<file path="src/shared/gpdi_consts.svh">
// Purpose: Offsets, field positions and reset values of the pin port block
// Assumes: Register index times four gives the APB byte address
// Notes:   Pin vectors pack port 0 in [7:0], port 1 in [15:8],
//          port 2 in [17:16] and port 3 in [19:18]
`ifndef GPDI_CONSTS_SVH
`define GPDI_CONSTS_SVH

// Register indices
`define GPDI_IDX_P0       8'h00
`define GPDI_IDX_P1       8'h01
`define GPDI_IDX_P2       8'h02
`define GPDI_IDX_P3       8'h03
`define GPDI_IDX_OE       8'h04
`define GPDI_IDX_OD       8'h05
`define GPDI_IDX_IEN      8'h06
`define GPDI_IDX_POL      8'h07
`define GPDI_IDX_STAT     8'h08
`define GPDI_IDX_MASK     8'h09
`define GPDI_IDX_ALT      8'h0A
`define GPDI_IDX_REGC     8'h0B
`define GPDI_IDX_USBC     8'h0C

// Reset values
`define GPDI_RST_PINS     20'h00000
`define GPDI_RST_IRQ      17'h00000
`define GPDI_RST_ALT      4'h0

// Control bit positions
`define GPDI_REGC_ON      0
`define GPDI_USBC_EN      7
`define GPDI_ALT_CLKO     0
`define GPDI_ALT_TMRA     1
`define GPDI_ALT_TMRB     2
`define GPDI_ALT_SPI      3

// Pin positions in the packed vector
`define GPDI_PIN_CLKI     0
`define GPDI_PIN_CLKO     1
`define GPDI_PIN_TMRA     5
`define GPDI_PIN_TMRB     6
`define GPDI_PIN_DP       8
`define GPDI_PIN_DM       9
`define GPDI_PIN_REGULATOR_OUT_PIN     10
`define GPDI_GRP_BIT      16

`endif

</file>
<file path="src/shared/gpdi_pkg.sv">
// Purpose: Types shared by the pin port block
// Assumes: Twenty physical pins over four ports
// Notes:   Constants live in gpdi_consts.svh
package gpdi_pkg;
    typedef logic [19:0] gpdi_pins_t;
    typedef logic [16:0] gpdi_irq_t;
    typedef logic [7:0]  gpdi_byte_t;
endpackage

</file>
<file path="src/core/gpdi_sync.sv">
// Purpose: Two flop synchroniser for all pin inputs
// Assumes: Pins may change at any time
// Notes:   First stage feeds only the second stage
`include "gpdi_consts.svh"
`timescale 1ns/1ps
module gpdi_sync (
    // Clock and reset
    input  wire logic               i_sys_clk,
    input  wire logic               i_rst,
    input  wire logic               i_clk_en,
    // Pins
    input  wire gpdi_pkg::gpdi_pins_t i_pin_in,
    output gpdi_pkg::gpdi_pins_t      o_pin_sync
);
    gpdi_pkg::gpdi_pins_t stage1;

    // Two stage capture
    always_ff @(posedge i_sys_clk or posedge i_rst)
    begin
        if (i_rst)
        begin
            stage1     <= `GPDI_RST_PINS;
            o_pin_sync <= `GPDI_RST_PINS;
        end
        else if (i_clk_en)
        begin
            stage1     <= i_pin_in;
            o_pin_sync <= stage1;
        end
    end
endmodule // gpdi_sync

</file>
<file path="src/core/gpdi_edge.sv">
// Purpose: Edge detection of pin levels into interrupt events
// Assumes: Levels come from the synchroniser
// Notes:   Ports 2 and 3 share event bit 16
`include "gpdi_consts.svh"
`timescale 1ns/1ps
module gpdi_edge (
    // Clock and reset
    input  wire logic                 i_sys_clk,
    input  wire logic                 i_rst,
    input  wire logic                 i_clk_en,
    // Pin levels and controls
    input  wire gpdi_pkg::gpdi_pins_t i_lvl,
    input  wire gpdi_pkg::gpdi_pins_t i_en,
    input  wire gpdi_pkg::gpdi_pins_t i_pol,
    // Events
    output gpdi_pkg::gpdi_irq_t       o_ev
);
    gpdi_pkg::gpdi_pins_t prev;
    gpdi_pkg::gpdi_pins_t hit;
    logic                 armed;
    logic                 grp_hit;
    logic                 grp_busy;

    // Qualifying transition per pin, falling when polarity set
    function automatic gpdi_pkg::gpdi_pins_t edge_hit(gpdi_pkg::gpdi_pins_t l,
        gpdi_pkg::gpdi_pins_t p, gpdi_pkg::gpdi_pins_t pl);
        return (pl & ~l & p) | (~pl & l & ~p);
    endfunction

    // Per pin hits and shared group state
    always_comb
    begin
        hit      = edge_hit(i_lvl, prev, i_pol);
        grp_hit  = |(hit[19:16] & i_en[19:16]);
        grp_busy = |((i_lvl[19:16] ^ i_pol[19:16]) & i_en[19:16]);
    end

    // Previous level and events
    always_ff @(posedge i_sys_clk or posedge i_rst)
    begin
        if (i_rst)
        begin
            prev <= `GPDI_RST_PINS;
            o_ev <= `GPDI_RST_IRQ;
        end
        else if (i_clk_en)
        begin
            prev       <= i_lvl;
            o_ev[15:0] <= hit[15:0] & i_en[15:0];
            o_ev[16]   <= armed & grp_hit;
        end
    end

    // Shared source rearms only when every input is inactive
    always_ff @(posedge i_sys_clk or posedge i_rst)
    begin
        if (i_rst)
            armed <= 1'b1;
        else if (i_clk_en)
        begin
            if (armed && grp_hit)
                armed <= 1'b0;
            else if (!armed && !grp_busy)
                armed <= 1'b1;
        end
    end
endmodule // gpdi_edge

</file>
<file path="src/core/gpdi_port.sv">
// Purpose: Four pin ports with data, drive control and pin interrupts
// Assumes: APB slave, pins synchronous after two flops
// Notes:   Byte address is four times the register index
// Summary of operation
// - Written data drives output enabled pins
// - Data read returns sampled pin levels
// - Ports 2, 3 keep bits 1:0 only
// - Regulator enable takes port 1 pin 2
// - USB off: data bits drive pins 1:0
// - USB on: pins 1:0 are D- and D+
// - Regulator enable with USB on drives D-/D+ from data
// - Interrupt enable gates each pin event
// - Pin interrupts are edge triggered only
// - Shared source rearms when all inactive
// - Outputs toggled by firmware raise interrupts
// - Polarity set selects falling edge
// - Polarity clear selects rising edge
// - Port 0 timer, irq and clock functions
// - Port 1 bits 6:3 serve serial peripheral
// - Open drain floats ones, drives zeros
// - Driver enabled by output enable, except SPI pins (alt), USB pins and the regulator pin (off while regulator on)
`include "gpdi_consts.svh"
`timescale 1ns/1ps
module gpdi_port (
    // Clock and reset
    input  wire logic                 i_sys_clk,
    input  wire logic                 i_rst,
    input  wire logic                 i_clk_en,
    // APB slave
    input  wire logic                 i_psel,
    input  wire logic                 i_penable,
    input  wire logic                 i_pwrite,
    input  wire logic [11:0]          i_paddr,
    input  wire logic [31:0]          i_pwdata,
    output logic      [31:0]          o_prdata,
    output logic                      o_pready,
    output logic                      o_pslverr,
    // Pins
    input  wire gpdi_pkg::gpdi_pins_t i_pin_in,
    output gpdi_pkg::gpdi_pins_t      o_pin_out,
    output gpdi_pkg::gpdi_pins_t      o_pin_oe,
    // Alternate function sources
    input  wire logic                 i_clock_out,
    input  wire logic [1:0]           i_timer_out,
    input  wire logic [3:0]           i_spi_out,
    input  wire logic [3:0]           i_spi_oe,
    input  wire logic [1:0]           i_usb_out,
    input  wire logic                 i_usb_oe,
    // Alternate function sinks
    output logic                      o_ext_clock_in,
    output logic [1:0]                o_timer_in,
    output logic [3:0]                o_spi_in,
    output logic [1:0]                o_usb_in,
    output logic [2:0]                o_ext_irq,
    output logic                      o_regulator_out_en,
    output logic                      o_usb_mode,
    // Interrupt
    output logic                      o_irq
);
    gpdi_pkg::gpdi_pins_t pin_s;
    gpdi_pkg::gpdi_pins_t data;
    gpdi_pkg::gpdi_pins_t oe_cfg;
    gpdi_pkg::gpdi_pins_t od_cfg;
    gpdi_pkg::gpdi_pins_t ien;
    gpdi_pkg::gpdi_pins_t pol;
    gpdi_pkg::gpdi_pins_t next_out;
    gpdi_pkg::gpdi_pins_t next_oe;
    gpdi_pkg::gpdi_irq_t  status;
    gpdi_pkg::gpdi_irq_t  mask;
    gpdi_pkg::gpdi_irq_t  ev;
    gpdi_pkg::gpdi_irq_t  clr;
    logic [3:0]           alt;
    logic                 reg_on;
    logic                 usb_en;
    logic [31:0]          next_rdata;
    logic                 mapped;
    logic [7:0]           idx;
    logic                 first_acc;
    logic                 wr_fire;

    // Port view of the packed pin vector, unused bits read as zero
    function automatic gpdi_pkg::gpdi_byte_t port_rd(gpdi_pkg::gpdi_pins_t v,
        logic [1:0] p);
        unique case (p)
            2'd0: return v[7:0];
            2'd1: return v[15:8];
            2'd2: return {6'h00, v[17:16]};
            2'd3: return {6'h00, v[19:18]};
        endcase
    endfunction

    // Port write into the packed pin vector
    function automatic gpdi_pkg::gpdi_pins_t port_wr(gpdi_pkg::gpdi_pins_t v,
        logic [1:0] p, gpdi_pkg::gpdi_byte_t b);
        gpdi_pkg::gpdi_pins_t r;
        r = v;
        unique case (p)
            2'd0: r[7:0]   = b;
            2'd1: r[15:8]  = b;
            2'd2: r[17:16] = b[1:0];
            2'd3: r[19:18] = b[1:0];
        endcase
        return r;
    endfunction

    // Pin synchroniser
    gpdi_sync u_sync (
        .i_sys_clk  (i_sys_clk),
        .i_rst      (i_rst),
        .i_clk_en   (i_clk_en),
        .i_pin_in   (i_pin_in),
        .o_pin_sync (pin_s)
    );

    // Edge detection
    gpdi_edge u_edge (
        .i_sys_clk (i_sys_clk),
        .i_rst     (i_rst),
        .i_clk_en  (i_clk_en),
        .i_lvl     (pin_s),
        .i_en      (ien),
        .i_pol     (pol),
        .o_ev      (ev)
    );

    // Bus decode
    always_comb
    begin
        idx       = i_paddr[9:2];
        mapped    = (i_paddr[11:10] == 2'b00) && (idx <= `GPDI_IDX_USBC);
        first_acc = i_clk_en && i_psel && i_penable && !o_pready;
        wr_fire   = i_clk_en && i_psel && i_penable && o_pready && i_pwrite && mapped;
    end

    // Read mux
    always_comb
    begin
        next_rdata = 32'h0000_0000;
        case (idx)
            `GPDI_IDX_P0,
            `GPDI_IDX_P1,
            `GPDI_IDX_P2,
            `GPDI_IDX_P3:
                next_rdata[7:0] = port_rd(pin_s, idx[1:0]);
            `GPDI_IDX_OE:   next_rdata[19:0] = oe_cfg;
            `GPDI_IDX_OD:   next_rdata[19:0] = od_cfg;
            `GPDI_IDX_IEN:  next_rdata[19:0] = ien;
            `GPDI_IDX_POL:  next_rdata[19:0] = pol;
            `GPDI_IDX_STAT: next_rdata[16:0] = status;
            `GPDI_IDX_MASK: next_rdata[16:0] = mask;
            `GPDI_IDX_ALT:  next_rdata[3:0]  = alt;
            `GPDI_IDX_REGC: next_rdata[`GPDI_REGC_ON] = reg_on;
            `GPDI_IDX_USBC: next_rdata[`GPDI_USBC_EN] = usb_en;
            default:        next_rdata = 32'h0000_0000;
        endcase
    end

    // APB answer: one wait cycle, then ready with data
    always_ff @(posedge i_sys_clk or posedge i_rst)
    begin
        if (i_rst)
        begin
            o_pready  <= 1'b0;
            o_prdata  <= 32'h0000_0000;
            o_pslverr <= 1'b0;
        end
        else if (i_clk_en)
        begin
            o_pready <= first_acc;
            if (first_acc)
            begin
                o_prdata  <= (i_pwrite || !mapped) ? 32'h0000_0000 : next_rdata;
                o_pslverr <= !mapped;
            end
        end
    end

    // Port data registers
    always_ff @(posedge i_sys_clk or posedge i_rst)
    begin
        if (i_rst)
            data <= `GPDI_RST_PINS;
        else if (wr_fire && idx <= `GPDI_IDX_P3)
            data <= port_wr(data, idx[1:0], i_pwdata[7:0]);
    end

    // Pin configuration registers
    always_ff @(posedge i_sys_clk or posedge i_rst)
    begin
        if (i_rst)
        begin
            oe_cfg <= `GPDI_RST_PINS;
            od_cfg <= `GPDI_RST_PINS;
            ien    <= `GPDI_RST_PINS;
            pol    <= `GPDI_RST_PINS;
        end
        else if (wr_fire)
        begin
            if (idx == `GPDI_IDX_OE)
                oe_cfg <= i_pwdata[19:0];
            if (idx == `GPDI_IDX_OD)
                od_cfg <= i_pwdata[19:0];
            if (idx == `GPDI_IDX_IEN)
                ien <= i_pwdata[19:0];
            if (idx == `GPDI_IDX_POL)
                pol <= i_pwdata[19:0];
        end
    end

    // Function select registers
    always_ff @(posedge i_sys_clk or posedge i_rst)
    begin
        if (i_rst)
        begin
            alt    <= `GPDI_RST_ALT;
            reg_on <= 1'b0;
            usb_en <= 1'b0;
        end
        else if (wr_fire)
        begin
            if (idx == `GPDI_IDX_ALT)
                alt <= i_pwdata[3:0];
            if (idx == `GPDI_IDX_REGC)
                reg_on <= i_pwdata[`GPDI_REGC_ON];
            if (idx == `GPDI_IDX_USBC)
                usb_en <= i_pwdata[`GPDI_USBC_EN];
        end
    end

    // Sticky status, a new event wins over a write-one clear
    always_comb
    begin
        clr = (wr_fire && idx == `GPDI_IDX_STAT) ? i_pwdata[16:0] : `GPDI_RST_IRQ;
    end

    // Status and mask
    always_ff @(posedge i_sys_clk or posedge i_rst)
    begin
        if (i_rst)
        begin
            status <= `GPDI_RST_IRQ;
            mask   <= `GPDI_RST_IRQ;
        end
        else if (i_clk_en)
        begin
            status <= (status & ~clr) | ev;
            if (wr_fire && idx == `GPDI_IDX_MASK)
                mask <= i_pwdata[16:0];
        end
    end

    // Pin drive selection
    always_comb
    begin
        next_oe  = oe_cfg & ~(od_cfg & data);
        next_out = data & ~od_cfg;
        if (alt[`GPDI_ALT_CLKO])
            next_out[`GPDI_PIN_CLKO] = i_clock_out;
        if (alt[`GPDI_ALT_TMRA])
            next_out[`GPDI_PIN_TMRA] = i_timer_out[0];
        if (alt[`GPDI_ALT_TMRB])
            next_out[`GPDI_PIN_TMRB] = i_timer_out[1];
        if (alt[`GPDI_ALT_SPI])
        begin
            next_out[14:11] = i_spi_out;
            next_oe[14:11]  = i_spi_oe;
        end
        if (reg_on)
        begin
            next_out[`GPDI_PIN_REGULATOR_OUT_PIN] = 1'b0;
            next_oe[`GPDI_PIN_REGULATOR_OUT_PIN]  = 1'b0;
        end
        if (usb_en && reg_on)
        begin
            next_out[9:8] = data[9:8];
            next_oe[9:8]  = 2'b11;
        end
        else if (usb_en)
        begin
            next_out[9:8] = i_usb_out;
            next_oe[9:8]  = {2{i_usb_oe}};
        end
    end

    // Registered outputs
    always_ff @(posedge i_sys_clk or posedge i_rst)
    begin
        if (i_rst)
        begin
            o_pin_out          <= `GPDI_RST_PINS;
            o_pin_oe           <= `GPDI_RST_PINS;
            o_ext_irq          <= 3'h0;
            o_regulator_out_en <= 1'b0;
            o_usb_mode         <= 1'b0;
            o_irq              <= 1'b0;
        end
        else if (i_clk_en)
        begin
            o_pin_out          <= next_out;
            o_pin_oe           <= next_oe;
            o_ext_irq          <= ev[4:2];
            o_regulator_out_en <= reg_on;
            o_usb_mode         <= usb_en;
            o_irq              <= |(status & mask);
        end
    end

    // Inputs to alternate functions
    always_comb
    begin
        o_ext_clock_in = pin_s[`GPDI_PIN_CLKI];
        o_timer_in     = {pin_s[`GPDI_PIN_TMRB], pin_s[`GPDI_PIN_TMRA]};
        o_spi_in       = pin_s[14:11];
        o_usb_in       = pin_s[9:8];
    end
endmodule // gpdi_port

</file>
<file path="config.mk">
export PLATFORM = sky130hd
export DESIGN_NAME = gpdi_port
export DESIGN_NICKNAME = d
export VERILOG_FILES = /design/src/shared/gpdi_pkg.sv /design/src/core/gpdi_sync.sv /design/src/core/gpdi_edge.sv /design/src/core/gpdi_port.sv
export VERILOG_INCLUDE_DIRS = /design/src /design/src/shared
export SDC_FILE = /design/constraint.sdc
export NUM_CORES = 1
export LEC_CHECK = 0
export BUFFER_PORTS_ARGS = -buffer_cell sky130_fd_sc_hd__buf_2
export CAP_MARGIN = 10
export CORE_MARGIN = 3
export CORE_UTILIZATION = 45
export DETAILED_ROUTE_END_ITERATION = 12
export MAX_ROUTING_LAYER = met4
export PLACE_DENSITY = 0.69
export SYNTH_ARGS = -nofsm -noshare
export SYNTH_HDL_FRONTEND = slang
export SYNTH_SLANG_ARGS = --single-unit
</file>
<file path="constraint.sdc">
create_clock -name i_sys_clk -period 13.75 [get_ports i_sys_clk]
set_clock_uncertainty 0.15 [all_clocks]
set_input_delay 1.375 -clock i_sys_clk [delete_from_list [all_inputs] [get_ports i_sys_clk]]
set_output_delay 1.375 -clock i_sys_clk [all_outputs]
set_load 0.02 [all_outputs]
</file>
==> key figures, run 1 <==
Outcome
  • Run status: completed

GRT
  • GRT Overall Usage: 23.8%
  • Initial antenna violation count: 3
  • GR Overflow Total: 0
  • Largest net degree at the start of global routing: 112
  • First-pass GRT wire length: 55600 um
  • Number of global-route vias before repair: 9234

Logic synthesis
  • Post-synth EDFFs: 0
  • Warnings, synthesis: 0
  • Seq/Total Area, Yosys: 54.8%
  • Post-synthesis cell area: 13100 um2
  • Ranking of synthesized cells by area: dfrtp_1 55%, mux2_2 15%, nand2_1 3.2%, mux4_2 2.4%, mux2_1 1.9%
  • Area leader, netlist: dfrtp_1
  • Flops & latches, synth: 286
  • Yosys cell types: 57
  • Syn Area/Cell: 12.0 um2
  • Mapped Cells: 1088
  • Top-area cell type share of the netlist area: 54.6%
  • Async S/R FF share, synth: 100%
  • Dominant synthesized flop cell: dfrtp_1

Clocking
  • TritonCTS clock tree: built
  • Cts bufs inserted: 31
  • Clk buf depth: 3
  • Later-pin clock latency in the skew report: 0.56 ns
  • Post-CTS setup buffer count: 0
  • CTS root buf: clkbuf_16
  • Cts hold-fix bufs: 0
  • Worst-path clk slew: 0.06 ns
  • TritonCTS Sinks: 286
  • Cts repair resizes: 0
  • H-tree depth: 1

STA
  • Final setup fails: 0
  • Period utilization: 31.4%
  • Fin. Hold Viols: 0
  • Max Slew Vio Count: 0
  • Post-route minimum period: 4.32 ns
  • Final worst slack: 9.43 ns
  • Relative slew margins: 33.4%
  • RSZ-0062 raised after global routing: no
  • Fmax achieved: 231 MHz
  • Setup tns final: 0 ns
  • Worst-Margin Slew: 0.996 ns

Placed design
  • Gp weighted congestion: 0.892
  • PortBufs: 146
  • Pre-CTS setup slack: 8.90 ns
  • Dpl hpwl: 24400 um

Detailed routing
  • Post-DRT Antenna Nets: 0
  • WL final: 36000 um
  • Iteration count of the initial detailed-routing pass: 5
  • Vias per cell: 5.74
  • Vias: 9260
  • Residual DRC count: 0
  • Routed wire per std cell: 22.3 um
  • Initial DRC Count: 763

Final layout
  • Area of the multi-input gates: 5420 um2
  • Syn-to-layout area delta: 14.7%
  • Fin util: 53.2%
  • Fin nets: 1306
  • Fraction of layout cells with a size suffix above 1: 32.9%
  • Fill cells: 2450
  • Register area: 7160 um2

Floorplan
  • Horiz. Die Dim: 176 um
  • # rows: 61
  • Die area: 31100 um2
  • Starting density of the core: 46.4%
  • Core box area: 28200 um2
  • I/O pin count: 173
  • Die height: 176 um

Min path
  • Hold Crit Class: flip-flop to flip-flop

Power and ir drop
  • Leak Pwr: 7.04 nW
  • Worst vdd ir: 0.0888 mV
  • Power Density: 122 nW/um2

Critical path
  • Arr. time, crit path: 4.60 ns
  • Critical Path End Type: flip-flop
  • Startpoint type of the worst setup path: input pin
  • CP Class: input pin to flip-flop
  • CP max FO: 46
  • Crit path required time: 14.03 ns

Run
  • Max_cap viols: 0
[critical path, stage by stage]
cell and delay (ns):
buf_2 0.24, buf_4 0.64, nor2b_1 0.87, nand2_1 0.71
buf_4 0.42, mux2_1 0.32
[final cells by class]
class	count	share of cell area (%)
tap	378	3.16
clock inverter	6	0.226
antenna	3	0.0501
multi-input combinational	702	36.2
timing repair buffer	163	5.77
sequential	286	47.8
clock buffer	46	6.02
inverter	30	0.802
[where the power goes]
part	total (W)	internal, W	switching, W
Combinational	0.000145	0.0000560	0.0000893
Sequential	0.000905	0.000872	0.0000331
Clock	0.000775	0.000447	0.000328
[cells in the mapped netlist, types with 3 or more instances]
master	instances
dfrtp_1	285
nand2_1	113
a22o_1	23
inv_1	30
clkbuf_1	41
nand2b_1	3
ha_1	8
o21ai_0	49
a31oi_1	3
a2bb2oi_1	3
buf_2	11
nor3b_1	24
mux2_1	22
mux2i_1	15
a21oi_1	48
a21o_1	3
a211oi_1	4
a221oi_1	5
buf_4	22
a22oi_1	14
o2bb2ai_1	25
nand4_1	9
nand3_1	21
nor2_1	50
nor3_1	4
buf_1	5
mux4_2	14
a32oi_1	3
nand3b_1	3
nor2b_1	19
mux2_2	172
[registers in the layout, indices dropped and copies added (netlist names), 3 cells and up]
name               flops
u_sync.o_pin_sync     20
o_pin_oe              20
u_edge.o_ev           17
u_edge.prev           20
pol                   20
oe_cfg                20
u_sync.stage1         20
status                17
o_ext_irq              3
mask                  17
data                  20
od_cfg                20
ien                   20
o_pin_out             20
alt                    4
o_prdata              20
[placed cells by master, fill, tap and decap left out, drive strengths merged, types with 3 or more instances in the layout]
master | synthesis | layout
nand2b | 3 | 3
conb | 1 | 12
nor4 | 3 | 3
clkinv | 0 | 6
mux2i | 15 | 15
dfrtp | 285 | 285
nand3b | 3 | 3
a221oi | 5 | 5
and2 | 3 | 3
nor2b | 19 | 19
inv | 30 | 30
nand2 | 116 | 116
a2bb2oi | 3 | 3
a21o | 3 | 3
o21ai | 49 | 49
buf | 40 | 163
nor3b | 24 | 24
nor2 | 51 | 51
a22o | 23 | 23
nand4 | 9 | 9
ha | 8 | 8
mux2 | 194 | 194
or4 | 3 | 3
nor3 | 5 | 5
a32oi | 3 | 3
a31oi | 3 | 3
nand3 | 21 | 21
a21oi | 48 | 48
diode | 0 | 3
o2bb2ai | 25 | 25
mux4 | 14 | 14
a22oi | 14 | 14
clkbuf | 41 | 46
a211oi | 4 | 4
[through the flow]
stage                     area [um2]  power [W]  std cells  hold slack (ns)
after floorplan                13100    0.00101       1099            0.298
after global placement         14000    0.00106       1559            0.315
after detailed placement       14000    0.00107       1559            0.321
after CTS                      15000    0.00184       1611            0.335
after global routing           15000    0.00190       1614            0.352
final                          15000    0.00183       1614            0.331
[kinds of logic after synthesis]
group	share of synthesized area, %
DFF	54.8
and+or+nand+nor	10.2
muxes	20.3
AOI/OAI and AO/OA	9.90
buffers and inverters	4.04
adders and majority gates	0.767
other	0.0287
[worst paths after layout]
kind / from / to / slack, ns / cells after the start
hold reg to reg: o_pslverr$_DFFE_PP0P_ / o_pslverr$_DFFE_PP0P_ / 0.33 / 2
setup reg to reg: o_pready$_DFFE_PP0P_ / pol[5]$_DFFE_PP0P_ / 11.06 / 6
setup / recovery: i_paddr[2] / od_cfg[0]$_DFFE_PP0P_ / 9.43 / 6
hold / removal: o_pslverr$_DFFE_PP0P_ / o_pslverr$_DFFE_PP0P_ / 0.33 / 2
min in group asynchronous: i_rst / u_sync.stage1[16]$_DFFE_PP0P_ / 0.82 / 2
max in group asynchronous: i_rst / status[5]$_DFFE_PP0P_ / 10.58 / 4
[layer usage]
layer	vias to the layer above	global-route usage (%)	wire (um)
met1	4691	33.6	15900
li1	4143	-	-
met3	70	4.95	2880
met5	-	-	0
met2	356	35.3	16200
met4	0	6.22	1010
Note: power is estimated with default switching activity, not from simulation.
==> inputs of run 2 (changes only) <==
==> constraint.sdc (replaced) <==
create_clock -name i_sys_clk -period 4 [get_ports i_sys_clk]
set_clock_uncertainty 0.15 [all_clocks]
set_input_delay 0.4 -clock i_sys_clk [delete_from_list [all_inputs] [get_ports i_sys_clk]]
set_output_delay 0.4 -clock i_sys_clk [all_outputs]
set_load 0.02 [all_outputs]
==> run 2 against run 1 <==
Effect of this change:
- sequential power rose to 3.4 times the previous value
- sequential share of layout area fell by 1.7 points
- largest cell class unchanged
- register-to-register slack got worse by 9.3 ns
- global-route usage fell by 0.38 points
- sequential cell count did not move
- highest routed layer unchanged
- clock power rose to 3.7 times the previous value
- worst setup slack got worse by 8.3 ns
==> key figures, run 2 (synthesis results as in run 1) <==
Detailed routing
  • Initial DRC Count: 988
  • WL final: 35400 um
  • Routed wire per std cell: 21.4 um
  • Residual DRC count: 0
  • Iteration count of the initial detailed-routing pass: 5
  • Post-DRT Antenna Nets: 0
  • Vias per cell: 5.67
  • Vias: 9408

STA
  • Post-route minimum period: 2.89 ns
  • Fin. Hold Viols: 0
  • Relative slew margins: 17.6%
  • Final setup fails: 0
  • RSZ-0062 raised after global routing: no
  • Final worst slack: 1.11 ns
  • Period utilization: 72.3%
  • Worst-Margin Slew: 1.24 ns
  • Max Slew Vio Count: 0
  • Fmax achieved: 346 MHz

Power and ir drop
  • Leak Pwr: 7.28 nW
  • Worst vdd ir: 0.328 mV
  • Power Density: 420 nW/um2

Floorplan
  • Die height: 176 um
  • I/O pin count: 173
  • Core box area: 28200 um2
  • # rows: 61
  • Starting density of the core: 46.4%
  • Horiz. Die Dim: 176 um
  • Die area: 31100 um2

GRT
  • Initial antenna violation count: 1
  • GRT Overall Usage: 23.4%
  • First-pass GRT wire length: 55000 um
  • GR Overflow Total: 0
  • Number of global-route vias before repair: 9207
  • Largest net degree at the start of global routing: 194

Clocking
  • Clk buf depth: 3
  • Worst-path clk slew: 0.06 ns
  • TritonCTS Sinks: 286
  • Cts bufs inserted: 30
  • Post-CTS setup buffer count: 0
  • Later-pin clock latency in the skew report: 0.57 ns
  • CTS root buf: clkbuf_16
  • TritonCTS clock tree: built
  • H-tree depth: 1

Final layout
  • N_diodes: 0
  • Fin nets: 1351
  • Finished Cell Area: 15500 um2
  • Fraction of layout cells with a size suffix above 1: 32.6%
  • Most frequent cells in the layout: 285 x dfrtp_1, 172 x mux2_2, 145 x buf_2
  • Most common cell after layout, fill and taps aside: dfrtp_1
  • Syn-to-layout area delta: 19.0%

Critical path
  • Crit path required time: 4.28 ns
  • Startpoint type of the worst setup path: input pin
  • CP Class: input pin to flip-flop
  • Critical Path End Type: flip-flop
  • R2R setup slack: 1.72 ns
  • CP max FO: 82
  • Arr. time, crit path: 3.17 ns

Run
  • Max_cap viols: 0

Placed design
  • Dpl hpwl: 23800 um
  • Pre-CTS setup slack: 0.931 ns
  • Cell Area, Placed: 14100 um2
  • Gp weighted congestion: 0.941
  • PortBufs: 146

Outcome
  • Run status: completed

Min path
  • Hold Crit Class: input pin to flip-flop
run 2: metrics by stage:
step / power [W] / hold WS [ns] / util [%] / cells / TNS, ns
after floorplan: 0.00347 / 0.298 / - / 1099 / -97.02
after global placement: 0.00365 / 0.316 / 50.1 / 1566 / 0
after detailed placement: 0.00367 / 0.319 / 50.1 / 1566 / 0
after CTS: 0.00658 / 0.00500 / 55.2 / 1659 / 0
after global routing: 0.00676 / 0.0201 / 55.2 / 1659 / 0
final: 0.00652 / 0.00943 / 55.2 / 1659 / 0
run 2: final timing paths:
kind                                               start                                 to  depth (start not counted)
max in group asynchronous                          i_rst  u_sync.o_pin_sync[13]$_DFFE_PP0P_                          4
setup / recovery                                i_clk_en  u_sync.o_pin_sync[12]$_DFFE_PP0P_                          5
hold reg to reg            u_sync.stage1[16]$_DFFE_PP0P_  u_sync.o_pin_sync[16]$_DFFE_PP0P_                          2
setup reg to reg                    o_pready$_DFFE_PP0P_                 pol[6]$_DFFE_PP0P_                          6
hold / removal                            i_timer_out[1]           o_pin_out[6]$_DFFE_PP0P_                          3
min in group asynchronous                          i_rst          o_pin_out[17]$_DFFE_PP0P_                          4
run 2: critical path: stages:
cell and delay, ns:
dlygate4sd3_1 0.54, buf_6 0.17, buf_4 0.68, buf_4 0.87, mux2_2 0.42
run 2: routing by layer:
layer | GRT usage (%) | part of all wire (%) | vias to the layer above
li1 | - | - | 4235
met1 | 33.9 | 45 | 4739
met2 | 35.7 | 45 | 366
met3 | 2.60 | 6.9 | 68
met4 | 5.60 | 2.7 | 0
met5 | - | 0 | -
run 2: repair_timing:
item                                    CTS  global route
endpoints found under the setup margin    0             0
hold buffers                             39             0
endpoints found under the hold margin   155             0
gates resized for setup                   0             0
run 2: layout make-up:
type | count | area, um2
inverters | 30 | 116
fillers | 2390 | 12600
clock buffers | 41 | 842
multi-input cells | 702 | 5420
flip-flops and latches | 286 | 7160
well taps | 378 | 473
repair buffers | 209 | 1350
clock inverters | 13 | 185
run 2: power by group:
part	switching, W	internal (W)
clock network	0.00115	0.00173
registers	0.000106	0.00300
logic	0.000315	0.000223
total	0.00157	0.00495
